===== config.mk =====
export PLATFORM = sky130hd
export DESIGN_NAME = timer_capture_compare_channels
export DESIGN_NICKNAME = d
export VERILOG_FILES = /design/src/design/tcc_pkg.sv /design/src/design/timer_capture_compare_channels.sv
export SDC_FILE = /design/constraint.sdc
export NUM_CORES = 1
export LEC_CHECK = 0
export ABC_AREA = 1
export BUFFER_PORTS_ARGS = -buffer_cell sky130_fd_sc_hd__buf_2
export CAP_MARGIN = 40
export CELL_PAD_IN_SITES_DETAIL_PLACEMENT = 0
export CELL_PAD_IN_SITES_GLOBAL_PLACEMENT = 1
export CORE_ASPECT_RATIO = 0.5
export CORE_MARGIN = 5
export CORE_UTILIZATION = 43
export CTS_CLUSTER_SIZE = 30
export DETAILED_ROUTE_END_ITERATION = 8
export PLACE_DENSITY = 0.81
export SKIP_CTS_REPAIR_TIMING = 1
export SYNTH_ARGS = -nofsm -noshare
export SYNTH_HDL_FRONTEND = slang
export SYNTH_SLANG_ARGS = --single-unit
export TNS_END_PERCENT = 10

===== constraint.sdc =====
create_clock -name sys_clk_in -period 4.1 [get_ports sys_clk_in]
set_clock_uncertainty 0.05 [all_clocks]
set_input_delay 0 -clock sys_clk_in [delete_from_list [all_inputs] [get_ports sys_clk_in]]
set_output_delay 0 -clock sys_clk_in [all_outputs]
set_load 0.05 [all_outputs]

===== src/design/tcc_pkg.sv =====
package tcc_pkg;
	// channel count and data widths
	localparam int          NCH        = 7;
	localparam int          AW         = 8;
	localparam int          DW         = 32;
	localparam int          RW         = 16;

	// register indices; byte address is four times the index
	localparam logic [5:0]  IDX_CTL0   = 6'h02;
	localparam logic [5:0]  IDX_COUNT  = 6'h10;
	localparam logic [5:0]  IDX_CCR0   = 6'h12;
	localparam logic [5:0]  IDX_VEC    = 6'h2E;
	localparam logic [5:0]  IDX_STAT   = 6'h30;
	localparam logic [5:0]  IDX_MASK   = 6'h32;
	localparam logic [5:0]  IDX_STEP   = 6'h02;
	localparam logic [5:0]  IDX_SPAN   = 6'h0C;

	// channel control field positions
	localparam int          F_EDGE_LO  = 14;
	localparam int          F_SRC_LO   = 12;
	localparam int          F_SYNC     = 11;
	localparam int          F_LATCH    = 10;
	localparam int          F_FUNC     = 8;
	localparam int          F_MODE_LO  = 5;
	localparam int          F_IE       = 4;
	localparam int          F_LIVE     = 3;
	localparam int          F_OUT      = 2;
	localparam int          F_COV      = 1;
	localparam int          F_FLAG     = 0;
	localparam logic [15:0] CTL_WMASK  = 16'hF9F7;
	localparam logic [15:0] CTL_RESET  = 16'h0000;
	localparam logic [15:0] CCR_RESET  = 16'h0000;

	// edge selector codes
	localparam logic [1:0]  EDGE_RISE  = 2'h1;
	localparam logic [1:0]  EDGE_FALL  = 2'h2;
	localparam logic [1:0]  EDGE_BOTH  = 2'h3;

	// input source codes
	localparam logic [1:0]  SRC_FIRST  = 2'h0;
	localparam logic [1:0]  SRC_SECOND = 2'h1;
	localparam logic [1:0]  SRC_LOW    = 2'h2;
	localparam logic [1:0]  SRC_HIGH   = 2'h3;

	// waveform modes
	localparam logic [2:0]  MODE_LEVEL = 3'h0;
	localparam logic [2:0]  MODE_SET   = 3'h1;
	localparam logic [2:0]  MODE_TGRST = 3'h2;
	localparam logic [2:0]  MODE_SETRST = 3'h3;
	localparam logic [2:0]  MODE_TGL   = 3'h4;
	localparam logic [2:0]  MODE_RST   = 3'h5;
	localparam logic [2:0]  MODE_TGSET = 3'h6;
	localparam logic [2:0]  MODE_RSTSET = 3'h7;

	// vector values and own status layout
	localparam logic [15:0] VEC_NONE   = 16'h0000;
	localparam logic [15:0] VEC_ROLL   = 16'h000E;
	localparam int          STAT_ROLL  = 7;
	localparam logic [7:0]  STAT_RESET = 8'h00;

	// bus responses
	localparam logic [1:0]  RESP_OKAY  = 2'h0;
	localparam logic [1:0]  RESP_SLVERR = 2'h2;
endpackage


===== src/design/timer_capture_compare_channels.sv =====
`timescale 1ns/1ps
`default_nettype none

module timer_capture_compare_channels (
	input  wire logic                  sys_clk_in,                  // timer clock
	input  wire logic                  sys_rst_in,                  // synchronous reset, high
	input  wire logic                  ce_in,                       // clock enable, freezes state when low
	input  wire logic [tcc_pkg::AW-1:0] s_axi_awaddr_in,            // write address
	input  wire logic                  s_axi_awvalid_in,            // write address valid
	output logic                       s_axi_awready_out,           // write address ready
	input  wire logic [tcc_pkg::DW-1:0] s_axi_wdata_in,             // write data
	input  wire logic [3:0]            s_axi_wstrb_in,              // write byte strobes
	input  wire logic                  s_axi_wvalid_in,             // write data valid
	output logic                       s_axi_wready_out,            // write data ready
	output logic [1:0]                 s_axi_bresp_out,             // write response
	output logic                       s_axi_bvalid_out,            // write response valid
	input  wire logic                  s_axi_bready_in,             // write response ready
	input  wire logic [tcc_pkg::AW-1:0] s_axi_araddr_in,            // read address
	input  wire logic                  s_axi_arvalid_in,            // read address valid
	output logic                       s_axi_arready_out,           // read address ready
	output logic [tcc_pkg::DW-1:0]     s_axi_rdata_out,             // read data
	output logic [1:0]                 s_axi_rresp_out,             // read response
	output logic                       s_axi_rvalid_out,            // read data valid
	input  wire logic                  s_axi_rready_in,             // read data ready
	input  wire logic [tcc_pkg::NCH-1:0] first_external_input_in,   // first capture input per channel
	input  wire logic [tcc_pkg::NCH-1:0] second_external_input_in,  // second capture input per channel
	input  wire logic [tcc_pkg::RW-1:0] running_count_in,           // counter value, same clock
	input  wire logic                  rollover_event_in,           // counter wrap pulse, same clock
	output logic [tcc_pkg::NCH-1:0]    waveform_out,                // compare outputs, registered
	output logic                       irq_out                      // level interrupt
);

	// the whole block state in one record, registered by a single always_ff
	typedef struct packed {
		logic [tcc_pkg::NCH-1:0][15:0] ctl;
		logic [tcc_pkg::NCH-1:0][15:0] ccr;
		logic [tcc_pkg::NCH-1:0]       a_s1;
		logic [tcc_pkg::NCH-1:0]       a_s2;
		logic [tcc_pkg::NCH-1:0]       b_s1;
		logic [tcc_pkg::NCH-1:0]       b_s2;
		logic [tcc_pkg::NCH-1:0]       sel_q;
		logic [tcc_pkg::NCH-1:0]       prev;
		logic [tcc_pkg::NCH-1:0]       eq;
		logic [tcc_pkg::NCH-1:0]       wave;
		logic                          roll_flag;
		logic [7:0]                    mask;
		logic                          have_aw;
		logic                          have_w;
		logic [5:0]                    aw_idx;
		logic                          aw_hi;
		logic [15:0]                   wdata;
		logic [1:0]                    wstrb;
		logic                          bvalid;
		logic [1:0]                    bresp;
		logic                          rvalid;
		logic [1:0]                    rresp;
		logic [tcc_pkg::DW-1:0]        rdata;
	} state_t;

	state_t state_q;
	state_t state_d;

	// combinational views of the registered state
	logic [tcc_pkg::NCH-1:0] sel_live;
	logic [tcc_pkg::NCH-1:0] cap_in;
	logic [tcc_pkg::NCH-1:0] match_ev;
	logic [tcc_pkg::NCH-1:0] cap_ev;
	logic [tcc_pkg::NCH-1:0] chan_req;
	logic [7:0]              stat_view;
	logic [15:0]             vec_val;
	logic [2:0]              vec_ch;
	logic                    vec_any;

	// map an index onto a channel slot of a register group
	function automatic logic [3:0] slot(input logic [5:0] idx, input logic [5:0] base);
		logic [5:0] off;
		// channels sit on every second index, so odd offsets fall outside
		off = idx - base;
		if (idx >= base && off <= tcc_pkg::IDX_SPAN && !off[0]) begin
			slot = {1'b0, off[3:1]};
		end else begin
			slot = 4'hF;
		end
	endfunction

	// read view of one register index
	function automatic logic [16:0] read_reg(input state_t s, input logic [5:0] idx,
	                                         input logic [tcc_pkg::NCH-1:0] live,
	                                         input logic [7:0] stat, input logic [15:0] vec,
	                                         input logic [15:0] count);
		logic [3:0]  c;
		logic [3:0]  r;
		logic [15:0] v;
		c = slot(idx, tcc_pkg::IDX_CTL0);
		r = slot(idx, tcc_pkg::IDX_CCR0);
		v = 16'h0000;
		read_reg = 17'h0_0000;
		if (c != 4'hF) begin
			v = s.ctl[c[2:0]];
			v[9] = 1'b0;
			v[tcc_pkg::F_LIVE] = live[c[2:0]];
			read_reg = {1'b1, v};
		end else if (r != 4'hF) begin
			read_reg = {1'b1, s.ccr[r[2:0]]};
		end else if (idx == tcc_pkg::IDX_COUNT) begin
			read_reg = {1'b1, count};
		end else if (idx == tcc_pkg::IDX_VEC) begin
			read_reg = {1'b1, vec};
		end else if (idx == tcc_pkg::IDX_STAT) begin
			// own status and mask sit in the low byte, the upper byte reads zero
			read_reg = {1'b1, 8'h00, stat};
		end else if (idx == tcc_pkg::IDX_MASK) begin
			read_reg = {1'b1, 8'h00, s.mask};
		end
	endfunction

	// selected input, capture path, events and vector priority
	always_comb begin
		for (int i = 0; i < tcc_pkg::NCH; i++) begin
			unique case (state_q.ctl[i][tcc_pkg::F_SRC_LO +: 2])
				tcc_pkg::SRC_FIRST:  sel_live[i] = state_q.a_s2[i];
				tcc_pkg::SRC_SECOND: sel_live[i] = state_q.b_s2[i];
				tcc_pkg::SRC_LOW:    sel_live[i] = 1'b0;
				tcc_pkg::SRC_HIGH:   sel_live[i] = 1'b1;
			endcase
			cap_in[i] = state_q.ctl[i][tcc_pkg::F_SYNC] ? state_q.sel_q[i] : sel_live[i];
			unique case (state_q.ctl[i][tcc_pkg::F_EDGE_LO +: 2])
				tcc_pkg::EDGE_RISE: cap_ev[i] = cap_in[i] & ~state_q.prev[i];
				tcc_pkg::EDGE_FALL: cap_ev[i] = ~cap_in[i] & state_q.prev[i];
				tcc_pkg::EDGE_BOTH: cap_ev[i] = cap_in[i] ^ state_q.prev[i];
				default:            cap_ev[i] = 1'b0;
			endcase
			cap_ev[i] = cap_ev[i] & state_q.ctl[i][tcc_pkg::F_FUNC];
			// match fires once when the count becomes equal to the value
			match_ev[i] = !state_q.ctl[i][tcc_pkg::F_FUNC] && running_count_in == state_q.ccr[i]
			              && !state_q.eq[i];
			chan_req[i] = state_q.ctl[i][tcc_pkg::F_IE] & state_q.ctl[i][tcc_pkg::F_FLAG];
			stat_view[i] = state_q.ctl[i][tcc_pkg::F_FLAG];
		end
		stat_view[tcc_pkg::STAT_ROLL] = state_q.roll_flag;
		vec_any = 1'b0;
		vec_ch = 3'h0;
		vec_val = tcc_pkg::VEC_NONE;
		// scan channels 6 down to 1 so the lowest pending one, the highest priority, is kept; channel 0 is never reported
		for (int i = tcc_pkg::NCH - 1; i >= 1; i--) begin
			if (state_q.ctl[i][tcc_pkg::F_FLAG]) begin
				vec_any = 1'b1;
				vec_ch = 3'(i);
			end
		end
		if (vec_any) begin
			vec_val = {12'h000, vec_ch, 1'b0};
		end else if (state_q.roll_flag) begin
			vec_val = tcc_pkg::VEC_ROLL;
		end
	end

	// next state: bus, register writes, clears, then hardware sets so that sets win
	always_comb begin
		logic [3:0]  wc;
		logic [3:0]  wr;
		logic [15:0] bm;
		logic [16:0] rd;
		logic        do_w;
		logic        do_r;
		logic [2:0]  md;
		logic        w;
		state_d = state_q;
		wc = 4'hF;
		wr = 4'hF;
		bm = {{8{state_q.wstrb[1]}}, {8{state_q.wstrb[0]}}};
		rd = 17'h0_0000;
		do_w = 1'b0;
		do_r = 1'b0;
		md = 3'h0;
		w = 1'b0;

		// write address and data are taken in either order
		if (s_axi_awvalid_in && s_axi_awready_out) begin
			state_d.have_aw = 1'b1;
			state_d.aw_idx = s_axi_awaddr_in[7:2];
			state_d.aw_hi = |s_axi_awaddr_in[1:0];
		end
		if (s_axi_wvalid_in && s_axi_wready_out) begin
			state_d.have_w = 1'b1;
			state_d.wdata = s_axi_wdata_in[15:0];
			state_d.wstrb = s_axi_wstrb_in[1:0];
		end
		if (state_q.have_aw && state_q.have_w && !state_q.bvalid) begin
			do_w = 1'b1;
			state_d.have_aw = 1'b0;
			state_d.have_w = 1'b0;
			state_d.bvalid = 1'b1;
			rd = read_reg(state_q, state_q.aw_idx, sel_live, stat_view, vec_val, running_count_in);
			state_d.bresp = (rd[16] && !state_q.aw_hi) ? tcc_pkg::RESP_OKAY : tcc_pkg::RESP_SLVERR;
			wc = slot(state_q.aw_idx, tcc_pkg::IDX_CTL0);
			wr = slot(state_q.aw_idx, tcc_pkg::IDX_CCR0);
			if (state_q.aw_hi) begin
				do_w = 1'b0;
			end
		end
		if (state_q.bvalid && s_axi_bready_in) begin
			state_d.bvalid = 1'b0;
		end

		// register writes; reserved and read-only bits keep their value
		if (do_w && wc != 4'hF) begin
			bm = bm & tcc_pkg::CTL_WMASK;
			state_d.ctl[wc[2:0]] = (state_q.ctl[wc[2:0]] & ~bm) | (state_q.wdata & bm);
		end
		if (do_w && wr != 4'hF) begin
			state_d.ccr[wr[2:0]] = (state_q.ccr[wr[2:0]] & ~bm) | (state_q.wdata & bm);
		end
		if (do_w && state_q.aw_idx == tcc_pkg::IDX_MASK && state_q.wstrb[0]) begin
			state_d.mask = state_q.wdata[7:0];
		end
		if (do_w && state_q.aw_idx == tcc_pkg::IDX_STAT && state_q.wstrb[0]) begin
			for (int i = 0; i < tcc_pkg::NCH; i++) begin
				if (state_q.wdata[i]) begin
					state_d.ctl[i][tcc_pkg::F_FLAG] = 1'b0;
				end
			end
			if (state_q.wdata[tcc_pkg::STAT_ROLL]) begin
				state_d.roll_flag = 1'b0;
			end
		end

		// read channel; a vector read clears the source it reports
		if (s_axi_arvalid_in && s_axi_arready_out) begin
			do_r = 1'b1;
			rd = read_reg(state_q, s_axi_araddr_in[7:2], sel_live, stat_view, vec_val, running_count_in);
			state_d.rvalid = 1'b1;
			state_d.rdata = {16'h0000, rd[15:0]};
			// a misaligned read answers with an error and no data
			if (s_axi_araddr_in[1:0] != 2'h0) begin
				state_d.rdata = 32'h0000_0000;
			end
			state_d.rresp = (rd[16] && s_axi_araddr_in[1:0] == 2'h0) ? tcc_pkg::RESP_OKAY : tcc_pkg::RESP_SLVERR;
			if (s_axi_araddr_in[1:0] == 2'h0 && s_axi_araddr_in[7:2] == tcc_pkg::IDX_VEC) begin
				if (vec_any) begin
					state_d.ctl[vec_ch][tcc_pkg::F_FLAG] = 1'b0;
				end else if (state_q.roll_flag) begin
					state_d.roll_flag = 1'b0;
				end
			end
		end else if (state_q.rvalid && s_axi_rready_in) begin
			state_d.rvalid = 1'b0;
		end

		// input synchronisers and channel hardware
		// the first flop of each pin pair feeds only the second one
		// hardware sets come after every software clear so that a coincident set wins
		state_d.a_s1 = first_external_input_in;
		state_d.a_s2 = state_q.a_s1;
		state_d.b_s1 = second_external_input_in;
		state_d.b_s2 = state_q.b_s1;
		state_d.sel_q = sel_live;
		state_d.prev = cap_in;
		for (int i = 0; i < tcc_pkg::NCH; i++) begin
			state_d.eq[i] = !state_q.ctl[i][tcc_pkg::F_FUNC] && running_count_in == state_q.ccr[i];
			if (cap_ev[i]) begin
				state_d.ccr[i] = running_count_in;
				if (state_q.ctl[i][tcc_pkg::F_FLAG]) begin
					state_d.ctl[i][tcc_pkg::F_COV] = 1'b1;
				end
			end
			if (cap_ev[i] || match_ev[i]) begin
				state_d.ctl[i][tcc_pkg::F_FLAG] = 1'b1;
			end
			if (match_ev[i]) begin
				state_d.ctl[i][tcc_pkg::F_LATCH] = sel_live[i];
			end
			// waveform: channel action first, period action overrides when coincident
			md = state_q.ctl[i][tcc_pkg::F_MODE_LO +: 3];
			w = state_q.wave[i];
			if (match_ev[i]) begin
				unique case (md)
					tcc_pkg::MODE_SET, tcc_pkg::MODE_SETRST: w = 1'b1;
					tcc_pkg::MODE_RST, tcc_pkg::MODE_RSTSET: w = 1'b0;
					tcc_pkg::MODE_TGRST, tcc_pkg::MODE_TGL, tcc_pkg::MODE_TGSET: w = ~w;
					tcc_pkg::MODE_LEVEL: w = w;
				endcase
			end
			if (match_ev[0]) begin
				unique case (md)
					tcc_pkg::MODE_TGRST, tcc_pkg::MODE_SETRST: w = 1'b0;
					tcc_pkg::MODE_TGSET, tcc_pkg::MODE_RSTSET: w = 1'b1;
					default: w = w;
				endcase
			end
			if (md == tcc_pkg::MODE_LEVEL) begin
				w = state_d.ctl[i][tcc_pkg::F_OUT];
			end
			state_d.wave[i] = w;
		end
		if (rollover_event_in) begin
			state_d.roll_flag = 1'b1;
		end
	end

	// state register with reset and clock enable
	always_ff @(posedge sys_clk_in) begin
		if (sys_rst_in) begin
			state_q <= '0;
		end else if (ce_in) begin
			state_q <= state_d;
		end
	end

	// bus handshakes and outputs
	// readies come from registered state only, so they never wait on a valid
	assign s_axi_awready_out = !state_q.have_aw && !state_q.bvalid;
	assign s_axi_wready_out  = !state_q.have_w && !state_q.bvalid;
	assign s_axi_bvalid_out  = state_q.bvalid;
	assign s_axi_bresp_out   = state_q.bresp;
	assign s_axi_arready_out = !state_q.rvalid;
	assign s_axi_rvalid_out  = state_q.rvalid;
	assign s_axi_rdata_out   = state_q.rdata;
	assign s_axi_rresp_out   = state_q.rresp;
	assign waveform_out      = state_q.wave;
	assign irq_out           = |({state_q.roll_flag, chan_req} & state_q.mask);

endmodule

`default_nettype wire


# After elaboration in Yosys (flattened, before gate mapping)
# Cells that the tools add are included.
# totals
ff_bits	354
input_bits	91
output_inout_bits	49
elab_cells	581
# op_classes
n_addsub	4
n_lt_le_gt_ge	18
eq_ne	112
n_mux	192
bitwise	67
n_reduce_logical	153
# ops
cell	count
112-bit 2-to-1 mux	5
16-bit binary-select mux with 3-bit select	6
16-bit 2-to-1 mux	16
17-bit 2-to-1 mux	14
112-bit bitwise mux	2
16-bit demux with 3-bit select	3
112-bit AND	1
16-bit == test	7
112-bit NOT	1
1-bit 2-to-1 mux	93
3-bit == test, second input constant	28
16-bit AND	4
2-bit OR reduction	29
2-bit == test, second input constant	28
4-bit 2-to-1 mux	12
1-bit logical AND	43
3-bit by 2-bit == test with 1-bit output, second input constant	14
1-bit case mux with 3 select lines	14
6-bit == test, second input constant	6
16-bit NOT	2
16-bit OR	2
2-bit AND reduction	16
1-bit AND	28
2-bit by 1-bit == test with 1-bit output, second input constant	14
26 further kinds	158

# Logic depth before layout (Yosys ltp)
# logic_depth
depth_word	20
ltp_mapped	23
mapped_depth_nobuf	20

# Worst setup path before layout
# Ideal clock, no wire load.
# synth_path
kind	register -> register
from	reg state_q[58] (netlist name)
to	reg state_q[215] (netlist name)
setup_ns	0.119
arrival_time_ns	2.914
required_ns	3.931
path_slack_ns	1.016
stages_incl_launch_ff	19
period_less_slack_ns	3.084
path_cell_list	dfxtp_1 > inv_2 > buf_4 > clkbuf_1 > ha_1 > inv_2 > nor2_1 > inv_1 > nor2_2 > inv_2 > nor2_2 > inv_2 > nor2_2 > nand2_1 > a21oi_2 > inv_2 > buf_2 > a21oi_1 > a21oi_1
# synth_between
elab_chain_cells	13
word_cells_on_any_way	23
classes_between	1 x add/sub; 4 x order compare; 1 x eq/ne; 9 x mux; 2 x bitwise; 6 x reduce/logical
# synth_rtl
item	line	rtl
start: declaration	timer_capture_compare_channels.sv:60	state_t state_q;
start signal: assignment	timer_capture_compare_channels.sv:306	state_q <= state_d;
6-bit by 5-bit subtractor with 6-bit output	timer_capture_compare_channels.sv:78	off = idx - base;
6-bit by 4-bit <= comparator with 1-bit output	timer_capture_compare_channels.sv:79	if (idx >= base && off <= tcc_pkg::IDX_SPAN && !off[0]) begin
1-bit logical AND (2 in series)	timer_capture_compare_channels.sv:79	
4-bit 2-to-1 mux *	timer_capture_compare_channels.sv:79	
4-bit 2-to-1 mux *	timer_capture_compare_channels.sv:189	if (state_q.have_aw && state_q.have_w && !state_q.bvalid) begin
3-bit by 4-bit less-than comparator with 1-bit output (not written as such), or another cell as far along	timer_capture_compare_channels.sv:212	state_d.ccr[wr[2:0]] = (state_q.ccr[wr[2:0]] & ~bm) | (state_q.wdata & bm);
1-bit logical AND (not written as such) or 16-bit 2-to-1 mux (tied branches)	timer_capture_compare_channels.sv:212	
16-bit 2-to-1 mux (not written as such) or 16-bit AND (tied branches)	timer_capture_compare_channels.sv:212	
16-bit demux with 3-bit select or 16-bit OR (tied branches)	timer_capture_compare_channels.sv:212	
112-bit bitwise mux	timer_capture_compare_channels.sv:212	
112-bit 2-to-1 mux	timer_capture_compare_channels.sv:211	if (do_w && wr != 4'hF) begin
16-bit 2-to-1 mux	timer_capture_compare_channels.sv:261	if (cap_ev[i]) begin
# Every way passes the cells marked *; elsewhere a longest branch is shown, timed or not. The select of a mux whose other input is x is not followed.
# A chain may end at the register's enable or synchronous reset.

# Final worst setup path
# layout_path
from	reg state_q[59] (netlist name)
to	reg state_q[343] (netlist name)
# layout_between
elab_chain_cells	16
word_cells_on_any_way	24
classes_between	1 x add/sub; 4 x order compare; 1 x eq/ne; 11 x mux; 3 x bitwise; 4 x reduce/logical
# layout_rtl
item	line	rtl
6-bit by 2-bit subtractor with 6-bit output	timer_capture_compare_channels.sv:78	
6-bit by 4-bit <= comparator with 1-bit output	timer_capture_compare_channels.sv:79	
1-bit logical AND (2 in series)	timer_capture_compare_channels.sv:79	
4-bit 2-to-1 mux *	timer_capture_compare_channels.sv:79	
4-bit 2-to-1 mux *	timer_capture_compare_channels.sv:189	
3-bit by 4-bit less-than comparator with 1-bit output (not written as such), or another cell as far along	timer_capture_compare_channels.sv:209	state_d.ctl[wc[2:0]] = (state_q.ctl[wc[2:0]] & ~bm) | (state_q.wdata & bm);
1-bit logical AND (not written as such) or 16-bit 2-to-1 mux (tied branches)	timer_capture_compare_channels.sv:209	
16-bit 2-to-1 mux (not written as such) or 16-bit AND (tied branches)	timer_capture_compare_channels.sv:209	
16-bit demux with 3-bit select or 16-bit OR (tied branches)	timer_capture_compare_channels.sv:209	
112-bit bitwise mux	timer_capture_compare_channels.sv:209	
112-bit 2-to-1 mux *	timer_capture_compare_channels.sv:207	if (do_w && wc != 4'hF) begin
112-bit AND (no line)	--	
112-bit 2-to-1 mux	timer_capture_compare_channels.sv:240	if (vec_any) begin
112-bit 2-to-1 mux	timer_capture_compare_channels.sv:239	if (s_axi_araddr_in[1:0] == 2'h0 && s_axi_araddr_in[7:2] == tcc_pkg::IDX_VEC) begin
112-bit 2-to-1 mux *	timer_capture_compare_channels.sv:229	if (s_axi_arvalid_in && s_axi_arready_out) begin
# Marks and branches as above.

==> qor.log <==
[global_route] maximum number of pins on one net before global-route repair 114
[cells_and_area] most common cell after layout, fill and taps aside sky130_fd_sc_hd__nand2_1
[power_and_ir_drop] peak ir drop on the vdd network 0.248 mV
[global_route] global routing usage on met1 49.1%
[global_route] Congestion Overflow GR 0
[placed_design] HPWL after detailed placement 71600 um
[setup_path] worst path cell trace inv_1 > ha_1 > inv_2 > nand3_1 > nand2_1 > nor2_1 > nand2_1 > inv_1 > buf_12 > nor2_1 > nand3_1 > inv_2 > nand2_1 > inv_2 > o21ai_0 > a21oi_1
[setup_path] capturing element type of the critical path register
[cells_and_area] sequential cell area in the final layout 0.00645 mm2
[sta] post-route fraction of the period consumed by the critical path 92.4%
[sta] number of endpoints with negative hold slack in the final report 0
[yosys] fraction of registers with async set or reset after synthesis 0%
[drt] post-route antenna net violation count 0
[drt] DRT Wirelength 102000 um
[clock_network] H-tree levels 2
[yosys] flop and latch count out of synthesis 322
[setup_path] Critical Path Slowest Stage Cell sky130_fd_sc_hd__ha_1
[power_and_ir_drop] total chip power 0.00772 W
[setup_path] WP data arrival 4.17 ns
[global_route] number of antenna violations at the first check in global routing 2
[drt] Vias/cell 6.07
[cells_and_area] area of the multi-input gates 0.0123 mm2
[yosys] fraction of synthesized cell area taken by the top area cell type 30.6%
[die] CORE AREA 0.0485 mm2
[yosys] Avg Cell Area, Syn 6.15 um2
[cells_and_area] number of inserted diodes 0
[setup_path] kind of critical path reg -> reg
[die] Chip Width 323 um
[cells_and_area] Final nets 3591
[status] outcome finished, final reports clean
[clock_network] Clock Tree Buf Depth 3
[clock_network] CTS sink cnt 322
[min_path] origin of the worst min-delay path running_count_in[12]
[sta] Setup Total Neg Slack 0 ns
[global_route] routing usage on met3 10.4%
[setup_path] startpoint of the most critical register-to-register path state_q[59]
[yosys] sequential share of the synthesized area 30.6%
[die] io pins 140
[drt] number of iterations in the first detailed-routing pass 8
[drt] via count of the routed design 25200
[setup_path] startpoint kind of the worst setup timing path register
[flow_run] max capacitance violation total 0
[yosys] count of cell types in the netlist 50
[yosys] largest cells by area after synthesis sky130_fd_sc_hd__dfxtp_1 (31%), sky130_fd_sc_hd__nand2_1 (13%), sky130_fd_sc_hd__a21oi_1 (12%)
[clock_network] CTS clk-pin slew, worst paths 0.07 ns
[global_route] via count of the first global-routing pass 22700
[cells_and_area] filler cell count in the final layout 5161
[min_path] worst hold path type in -> reg
[sta] slew at the pin closest to its max-slew limit 1.02 ns
[clock_network] insertion delay to the later sink of the worst-skew pair 0.57 ns
[die] number of core rows 57
[global_route] wire length of the first global-routing pass 148000 um
[drt] Routed wire per std cell 24.6 um
[clock_network] clock root cell sky130_fd_sc_hd__clkbuf_16
[sta] setup violators final 0
[sta] max-slew violation total from the final report 0
[clock_network] TritonCTS clock tree done
[setup_path] maximum net fanout on the critical path 31
[setup_path] worst stage delay on the critical path 0.51 ns
[cells_and_area] most frequent cells in the layout sky130_fd_sc_hd__nand2_1 (710), sky130_fd_sc_hd__a21oi_1 (498), sky130_fd_sc_hd__o21ai_0 (435)
[sta] Slew headroom 32.2%
[yosys] Post-synth EDFFs 0
[power_and_ir_drop] Power Density 323 mW/mm2
[yosys] Yosys warning total 0
[drt] initial drt markers 3343
[yosys] Synth area leader sky130_fd_sc_hd__dfxtp_1
[setup_path] Critical path origin state_q[59]
[setup_path] critical path data required time 4.48 ns
[yosys] Synth Instances 3428
[die] DIE AREA 0.0538 mm2
[die] starting density of the core 43.5%
[drt] DRC 0
[cells_and_area] ratio of cells with drive above 1 in the final layout 9.08%
[yosys] most instantiated flip-flop cell in the synthesis netlist sky130_fd_sc_hd__dfxtp_1
[sta] minimum period implied by the final worst setup slack 3.79 ns
[power_and_ir_drop] Pleak 9.75 nW
[global_route] most used routing layer in global routing met2
[global_route] met2 Usage GRT 53.4%
[sta] Peak Freq 264 MHz
[sta] unrepaired setup endpoints after global routing no
[global_route] Global Route Usage Sum 36.0%
[clock_network] number of buffers inserted during clock tree synthesis 34
[cells_and_area] final cell utilization of the core 49.3%
[placed_design] number of buffers added on ports 103
[cells_and_area] synth-to-layout area growth 13.3%
[placed_design] Final Wtd Congestion 1.04
[die] Die Ht 167 um
[yosys] synthesized area 0.0211 mm2
-- stage by stage --
stage                     setup WS [ns]  instance area (um2)  instances  hold WS (ns)
after global routing             0.0979                23900       4151        0.0324
after CTS                         0.473                23300       4090        -0.401
final                             0.310                23900       4151        0.0157
after detailed placement          0.479                22100       4032         0.178
after floorplan                    1.02                21100       3445        0.0849
after global placement            0.614                22000       4028         0.170
-- state kept, by name (all words and copies together) (netlist names) --
name / cells
s_axi_rdata_out: 16
s_axi_rresp_out: 1
state_d: 14
s_axi_rvalid_out: 1
state_q: 273
stat_view: 8
waveform_out: 7
s_axi_bresp_out: 1
s_axi_bvalid_out: 1
-- cell families (layout without fill, tap and decap cells) --
logic type	Yosys count	count (layout)	share of synthesized area, %
xor+xnor	39	39	1.62
other cells	1	18	0.0178
fa+ha+maj	20	20	1.19
compound gates	1104	1104	27.8
flops	322	322	30.6
simple gates	1343	1343	27.1
buf+inv	599	656	11.7
-- cell type report --
type	count	share of cell area, %
inverter	345	5.45
clock buffer	43	4.04
timing repair buffer	253	7.86
tap	649	3.40
sequential	322	27.0
multi-input combinational	2524	51.3
clock inverter	15	0.943
-- cells in the mapped netlist, drive strengths merged, types with 8 or more instances --
| library cell | n |
|---|---|
| clkbuf | 155 |
| a21oi | 503 |
| o22ai | 46 |
| nand3b | 8 |
| nand2 | 715 |
| and2 | 9 |
| buf | 99 |
| nor3 | 30 |
| nand3 | 273 |
| xnor2 | 24 |
| nand4 | 32 |
| xor2 | 15 |
| a221oi | 8 |
| inv | 338 |
| or2 | 8 |
| o211ai | 37 |
| ha | 20 |
| nor2 | 259 |
| o31ai | 12 |
| dfxtp | 322 |
| o21ai | 463 |
| a31oi | 9 |
-- path summary, 6_finish.rpt --
| path | to | slack, ns | cells past startpoint |
|---|---|---|---|
| max | state_q[343] | 0.31 | 16 |
| min | state_q[142] | 0.02 | 4 |
| max reg2reg | state_q[343] | 0.31 | 16 |
| min reg2reg | state_q[105] | 0.41 | 2 |
-- critical path, delay by kind of cell, from the launching register on --
kind	cells	cell delay [ns]
buffers and inverters	6	1.25
AND/OR/NAND/NOR	7	1.18
adder cells (fa/ha/maj)	1	0.51
flip-flops	1	0.39
AO/OA/AOI/OAI	2	0.25
-- metal layers --
layer	share of wire, %	wire length (um)
met4	5.2	5330
met3	13	12800
met5	0.013	13
met1	41	41600
met2	42	42600
-- power by group --
group	switching, W	total (W)	internal [W]
combinational	0.000752	0.00103	0.000275
sequential	0.0000500	0.00324	0.00319
clock	0.00146	0.00345	0.00199
total	0.00226	0.00772	0.00546
Power figures use the tool's default switching activity.
